## src/verilog/ext_irq_pkg.sv

```systemverilog
/*
 * Constants for the external interrupt pending flag block.
 * Assumes a single core clock and an 8-bit register port.
 */
package ext_irq_pkg;
    localparam int          SRC_COUNT        = 8;
    localparam int          ADDR_W           = 8;
    localparam int          DATA_W           = 8;
    localparam logic [7:0]  PENDING_OFFSET   = 8'hF1;
    localparam logic [7:0]  PENDING_RESET    = 8'h00;
    localparam logic [7:0]  STATUS_OFFSET    = 8'hF2;
    localparam logic [7:0]  MASK_OFFSET      = 8'hF3;
    localparam logic [7:0]  STATUS_RESET     = 8'h00;
    localparam logic [7:0]  MASK_RESET       = 8'h00;
    localparam logic [7:0]  UNMAPPED_READ    = 8'h00;
    localparam int          BIT_SRC0         = 0;
    localparam int          BIT_SRC4         = 4;
    localparam int          BIT_SRC5         = 5;
    localparam int          BIT_SRC7         = 7;
endpackage

```

## src/verilog/ext_irq_if.sv

```systemverilog
/*
 * Register access bundle between the top module and the flag core.
 * Assumes one write strobe per cycle.
 */
`timescale 1ns/1ps
interface ext_irq_if;
    logic [7:0] wr_data;
    logic       wr_pending;
    logic [7:0] pending;
    modport top  (output wr_data, output wr_pending, input pending);
    modport core (input wr_data, input wr_pending, output pending);
endinterface

```

## src/verilog/ext_irq_flag_core.sv

```systemverilog
/*
 * Eight pending flags: set by source requests, cleared by writing zero.
 * Assumes request pulses are synchronous to clk_in.
 */
`timescale 1ns/1ps
module ext_irq_flag_core
    import ext_irq_pkg::*;
(
    // Clock and reset
    input  wire logic                 clk_in,
    input  wire logic                 rst_n_in,
    input  wire logic                 clk_en_in,
    // Sources and register access
    input  wire logic [SRC_COUNT-1:0] req_in,
    ext_irq_if.core                   bus
);
    logic [SRC_COUNT-1:0] pending_r;

    assign bus.pending = pending_r;

    genvar g;
    generate
        for (g = 0; g < SRC_COUNT; g++) begin : g_flag
            always_ff @(posedge clk_in or negedge rst_n_in) begin
                if (!rst_n_in) begin
                    pending_r[g] <= PENDING_RESET[g];
                end else if (clk_en_in) begin
                    // Set wins over a simultaneous clear; writing one keeps the flag
                    if (req_in[g]) begin
                        pending_r[g] <= 1'b1;
                    end else if (bus.wr_pending && !bus.wr_data[g]) begin
                        pending_r[g] <= 1'b0;
                    end
                end
            end
        end
    endgenerate
endmodule

```

## src/verilog/ext_irq_pending_flags.sv

```systemverilog
/*
 * Top of the external interrupt pending flags, with register port,
 * sticky event status, mask and one interrupt output.
 * Assumes the master keeps strobes one cycle long and never together.
 */
`timescale 1ns/1ps
// How it works
// - Source 7 request from port3_pin7 sets pending bit 7.
// - Source 5 request from port3_pin5 sets pending bit 5.
// - Source 4 request from port3_pin4 sets pending bit 4.
// - Source 0 request from port2_pin0 sets pending bit 0.
// - Reading returns one for outstanding requests, zero otherwise.
// - Writing zero to a pending bit clears that flag.
module ext_irq_pending_flags
    import ext_irq_pkg::*;
(
    // Clock and reset
    input  wire logic                    clk_in,
    input  wire logic                    rst_n_in,
    input  wire logic                    clk_en_in,
    // External request pulses
    input  wire logic                    port3_pin7_in,
    input  wire logic                    ext_irq_src6_in,
    input  wire logic                    port3_pin5_in,
    input  wire logic                    port3_pin4_in,
    input  wire logic                    ext_irq_src3_in,
    input  wire logic                    ext_irq_src2_in,
    input  wire logic                    ext_irq_src1_in,
    input  wire logic                    port2_pin0_in,
    // Register port
    input  wire logic [ext_irq_pkg::ADDR_W-1:0] addr_in,
    input  wire logic [ext_irq_pkg::DATA_W-1:0] wr_data_in,
    input  wire logic                    wr_in,
    input  wire logic                    rd_in,
    output logic [ext_irq_pkg::DATA_W-1:0]      rd_data_out,
    // Interrupt
    output logic                         irq_out
);
    import ext_irq_pkg::*;

    ext_irq_if bus_if ();

    logic [SRC_COUNT-1:0] req;
    logic [SRC_COUNT-1:0] status_r;
    logic [SRC_COUNT-1:0] mask_r;
    logic [DATA_W-1:0]    rd_data_r;
    logic                 irq_r;

    function automatic logic hit(input logic [ADDR_W-1:0] a, input logic [ADDR_W-1:0] off);
        return a == off;
    endfunction

    always_comb begin
        req          = '0;
        req[BIT_SRC7] = port3_pin7_in;
        req[6]       = ext_irq_src6_in;
        req[BIT_SRC5] = port3_pin5_in;
        req[BIT_SRC4] = port3_pin4_in;
        req[3]       = ext_irq_src3_in;
        req[2]       = ext_irq_src2_in;
        req[1]       = ext_irq_src1_in;
        req[BIT_SRC0] = port2_pin0_in;
    end

    assign bus_if.wr_data    = wr_data_in;
    assign bus_if.wr_pending = wr_in && hit(addr_in, PENDING_OFFSET);

    ext_irq_flag_core u_core (
        .clk_in    (clk_in),
        .rst_n_in  (rst_n_in),
        .clk_en_in (clk_en_in),
        .req_in    (req),
        .bus       (bus_if.core)
    );

    // Sticky event status, write one to clear, set wins
    always_ff @(posedge clk_in or negedge rst_n_in) begin
        if (!rst_n_in) begin
            status_r <= STATUS_RESET;
        end else if (clk_en_in) begin
            if (wr_in && hit(addr_in, STATUS_OFFSET)) begin
                status_r <= (status_r & ~wr_data_in) | req;
            end else begin
                status_r <= status_r | req;
            end
        end
    end

    always_ff @(posedge clk_in or negedge rst_n_in) begin
        if (!rst_n_in) begin
            mask_r <= MASK_RESET;
        end else if (clk_en_in && wr_in && hit(addr_in, MASK_OFFSET)) begin
            mask_r <= wr_data_in;
        end
    end

    // Read data valid only in the cycle after the strobe
    always_ff @(posedge clk_in or negedge rst_n_in) begin
        if (!rst_n_in) begin
            rd_data_r <= UNMAPPED_READ;
        end else if (clk_en_in) begin
            if (!rd_in) begin
                rd_data_r <= UNMAPPED_READ;
            end else if (hit(addr_in, PENDING_OFFSET)) begin
                rd_data_r <= bus_if.pending;
            end else if (hit(addr_in, STATUS_OFFSET)) begin
                rd_data_r <= status_r;
            end else if (hit(addr_in, MASK_OFFSET)) begin
                rd_data_r <= mask_r;
            end else begin
                rd_data_r <= UNMAPPED_READ;
            end
        end
    end

    always_ff @(posedge clk_in or negedge rst_n_in) begin
        if (!rst_n_in) begin
            irq_r <= 1'b0;
        end else if (clk_en_in) begin
            irq_r <= |(status_r & mask_r);
        end
    end

    assign rd_data_out = rd_data_r;
    assign irq_out     = irq_r;
endmodule

```

## config.mk

```make
export PLATFORM = sky130hd
export DESIGN_NAME = ext_irq_pending_flags
export DESIGN_NICKNAME = d
export VERILOG_FILES = /design/src/verilog/ext_irq_pkg.sv /design/src/verilog/ext_irq_if.sv /design/src/verilog/ext_irq_flag_core.sv /design/src/verilog/ext_irq_pending_flags.sv
export SDC_FILE = /design/constraint.sdc
export NUM_CORES = 1
export LEC_CHECK = 0
export ABC_AREA = 1
export ABC_CLOCK_PERIOD_IN_PS = 1000
export BUFFER_PORTS_ARGS = -buffer_cell sky130_fd_sc_hd__buf_4
export CORE_MARGIN = 3
export CORE_UTILIZATION = 54
export CTS_CLUSTER_DIAMETER = 60
export DETAILED_ROUTE_END_ITERATION = 16
export GPL_ROUTABILITY_DRIVEN = 1
export PLACE_DENSITY = 0.79
export RECOVER_POWER = 50
export SKIP_LAST_GASP = 1
export SLEW_MARGIN = 20
export SYNTH_ARGS = -nofsm -noshare
export SYNTH_HDL_FRONTEND = slang
export SYNTH_SLANG_ARGS = --single-unit
```

## constraint.sdc

```tcl
create_clock -name clk_in -period 1 [get_ports clk_in]
set_input_delay 0.2 -clock clk_in [delete_from_list [all_inputs] [get_ports clk_in]]
set_output_delay 0.2 -clock clk_in [all_outputs]
set_load 0.01 [all_outputs]
```

==> summary.txt <==
Finish
  • Share of cells above drive strength 1: 31.0%
  • # nets final: about 330
  • Fin area: 2450 sq um
  • Antenna Cells: 0
  • Final Non-Filler Cells: between 300 and 400
  • Area Overhead vs Synth: 36.9%

Worst setup path
  • Worst reg2reg setup slack: ~0.07 ns
  • Critical path class: register to primary output
  • Worst EP required: around 0.8 ns
  • CP max-delay cell: dfrtp_1
  • Worst path bufs/invs: 1
  • Setup crit end: rd_data_out[3]
  • Worst-path cell chain: buf_6
  • Worst Path Arrival: between 0.8 and 0.9 ns
  • CP startpoint kind: register
  • Worst Reg-to-Reg Cells: 4
  • Largest fanout on the critical path: 2
  • Reg-to-reg endpoint: irq_out$_DFFE_PN0P_
  • CP peak stage delay: between 0.4 and 0.5 ns
  • Top delay family on crit path: flip-flops
  • CP startpoint: rd_data_out[3]$_DFFE_PN0P_
  • Crit path capture type: primary output
  • Crit path depth: 1
  • Critical R2R Launch: status_r[7]$_DFFE_PN0P_

Floorplanning
  • DIE AREA: 4030 sq um
  • Number of cell rows: 20
  • Die W: between 60 and 70 um
  • Core area: between 3000 and 4000 sq um
  • Num ports: 38
  • Die H: ~64 um
  • Starting Density: around 58%

Clocking
  • H-tree Lvls: 2
  • Root Buffer: clkbuf_4
  • CTS buffer count: 5
  • Clk slew on worst S/H paths: 0.10 ns
  • CTS sink count: 33
  • Worst-Skew Late Latency: 0.34 ns
  • Longest Clk Path Bufs: 2
  • CTS tree: built

Routing
  • Post-DRT Antenna Nets: 0
  • Residual DRC count: 0
  • Pre-Repair DR Iteration Count: 4
  • Vias: around 1,800
  • Drt total wl: 4.80 mm
  • DR vias/cell: between 5 and 6
  • DRT iter0 DRCs: roughly 160
  • DR WL/cell: roughly 14 um

STA
  • RSZ-0062 raised after global routing: true
  • Setup Viol. Count Final: 9
  • Final worst setup slack: -0.0828 ns
  • Final Max Tran Viols: 0
  • Clock Skew: roughly 0.0074 ns
  • Slew @ Worst Pin: between 0.4 and 0.5 ns
  • Part of the cycle the worst path needs: 108%
  • Worst relative slew slack: a little over two thirds
  • Fin. Hold Viols: 0
  • Fmax: between 0.9 and 1 GHz
  • Fin crit period: roughly 1.1 ns

Placement
  • Detailed Place HPWL: around 3.4 mm
  • Setup WS pre-CTS: -0.328 ns
  • PortBufs: 37
  • Routability cong.: 0.881
  • # placed instances: 327
  • Dpl cell area: about 2300 sq um

Power and ir drop
  • IR drop worst, VDD: 0.000911 V
  • Pwr dens: approximately 1000 nW/um^2
  • LEAKAGE: roughly 0.0013 uW

Synthesis
  • Synthesized area: between 1500 and 2000 sq um
  • Most frequent cells after synthesis: nand2_1 (78), dfrtp_1 (33), inv_1 (33)
  • Area leader, netlist: dfrtp_1
  • Post-Synthesis Cells: ~230
  • Synth top area share: 46.2%
  • Synthesized area per cell: 7.73 sq um
  • Unique masters post-synth: 23
  • Syn. warnings: 0
  • Synth Net Count: 260
  • Asr flop ratio synth: 100%
  • Synth Register Bits: 33
  • Most numerous cell in the Yosys netlist: nand2_1
  • Synth area leaders: dfrtp_1 (46%), nand2_1 (16%), inv_1 (6.9%), nand3_1 (5.9%), o21ai_0 (3.4%)
  • Number of synthesized flops with an enable pin: 0
  • Register area share after synthesis: between 40% and 50%
  • Ys flop type: dfrtp_1

Global routing
  • GRT Resource Usage Total: between 20% and 30%
  • First-pass GRT wire length: ~8 mm
  • Initial antenna violation count: 0
  • Largest net degree at the start of global routing: 34
  • GRT overflow: 0
  • Vias in the first global route: approximately 1,800

Min path
  • Worst min path class: input pin to register

Run
  • Max-capacitance violation count: 0

Outcome
  • Failing checks: negative setup slack
  • Status: complete, but fails checks
[worst min path at each step]
stage               cells after the start  slack [ns]                         end     startpoint
finish                                  3        0.08       mask_r[7]$_DFFE_PN0P_  wr_data_in[7]
CTS                                     3        0.08       mask_r[7]$_DFFE_PN0P_  wr_data_in[7]
floorplan                               0        -0.1         irq_out$_DFFE_PN0P_       rst_n_in
global placement                        1        0.16  rd_data_out[7]$_DFFE_PN0P_       rst_n_in
global route                            3        0.08       mask_r[7]$_DFFE_PN0P_  wr_data_in[7]
detailed placement                      1        0.16  rd_data_out[6]$_DFFE_PN0P_       rst_n_in
[layout make-up]
class / count / area, sq um
sequential: 33 / 826
multi-input combinational: 158 / 820
fill: 239 / 657
timing repair buffer: 64 / 554
inverter: 35 / 136
clock buffer: 7 / 55.1
tap: 44 / 55.1
[cells by family after synthesis]
logic type / after synthesis / synth area share (%)
AND/OR/NAND/NOR: 131 / 35.1
buffers and inverters: 40 / 9.87
flip-flops: 33 / 46.2
AO/OA/AOI/OAI: 27 / 8.82
[sequential cells by signal, summed over array words and instances (netlist names)]
| signal | cells |
|---|---|
| irq_out | 1 |
| mask_r | 8 |
| rd_data_out | 8 |
| status_r | 8 |
| u_core.bus.pending | 8 |
[repair_timing]
action                     CTS  global route
setup endpoints to repair    9            23
hold buffers                 1             0
setup buffers                2             4
resized for setup            9             4
hold endpoints to repair    33             0
[layout by cell type (no fill, tap or decap), types with 4 or more instances in the layout]
cell type | Yosys | routed
o21a_1 | 6 | 6
nor3_1 | 7 | 5
o21ai_1 | 4 | 4
nor2_1 | 6 | 4
nand2_2 | 3 | 6
o21ai_0 | 12 | 12
nand2_4 | 3 | 4
nand4_1 | 7 | 7
nand2_1 | 78 | 74
clkbuf_4 | 0 | 6
buf_4 | 0 | 50
buf_6 | 3 | 9
dfrtp_1 | 33 | 33
nand3_1 | 21 | 21
inv_1 | 33 | 33
[metal layers]
metal  GRT usage, %  vias up  wire length (um)
met3           5.88       15               230
met2           42.5       56              2400
met5              0        -                 0
met4           11.1        0               110
li1               -      858                 -
met1           32.8      828              2070
[report_power, final]
part	total [uW]	switching (uW)	leakage (uW)	internal (uW)
logic	365	195	0.000925	170
clock network	770	439	0.0000314	332
registers	1370	13.9	0.000361	1350
[metrics by stage]
| step | total power, uW | hold WS (ns) | utilization [%] | setup TNS [ns] |
|---|---|---|---|---|
| after floorplan | 1530 | -0.0956 | - | -0.445 |
| after global placement | 1730 | 0.158 | 73.8 | -6.84 |
| after detailed placement | 1740 | 0.162 | 73.8 | -7.87 |
| after CTS | 2490 | 0.0796 | 77.5 | -0.550 |
| after global routing | 2590 | 0.0800 | 78.8 | -0.911 |
| final | 2500 | 0.0798 | 78.8 | -0.651 |
No activity file was read; power rests on OpenSTA's default activity.
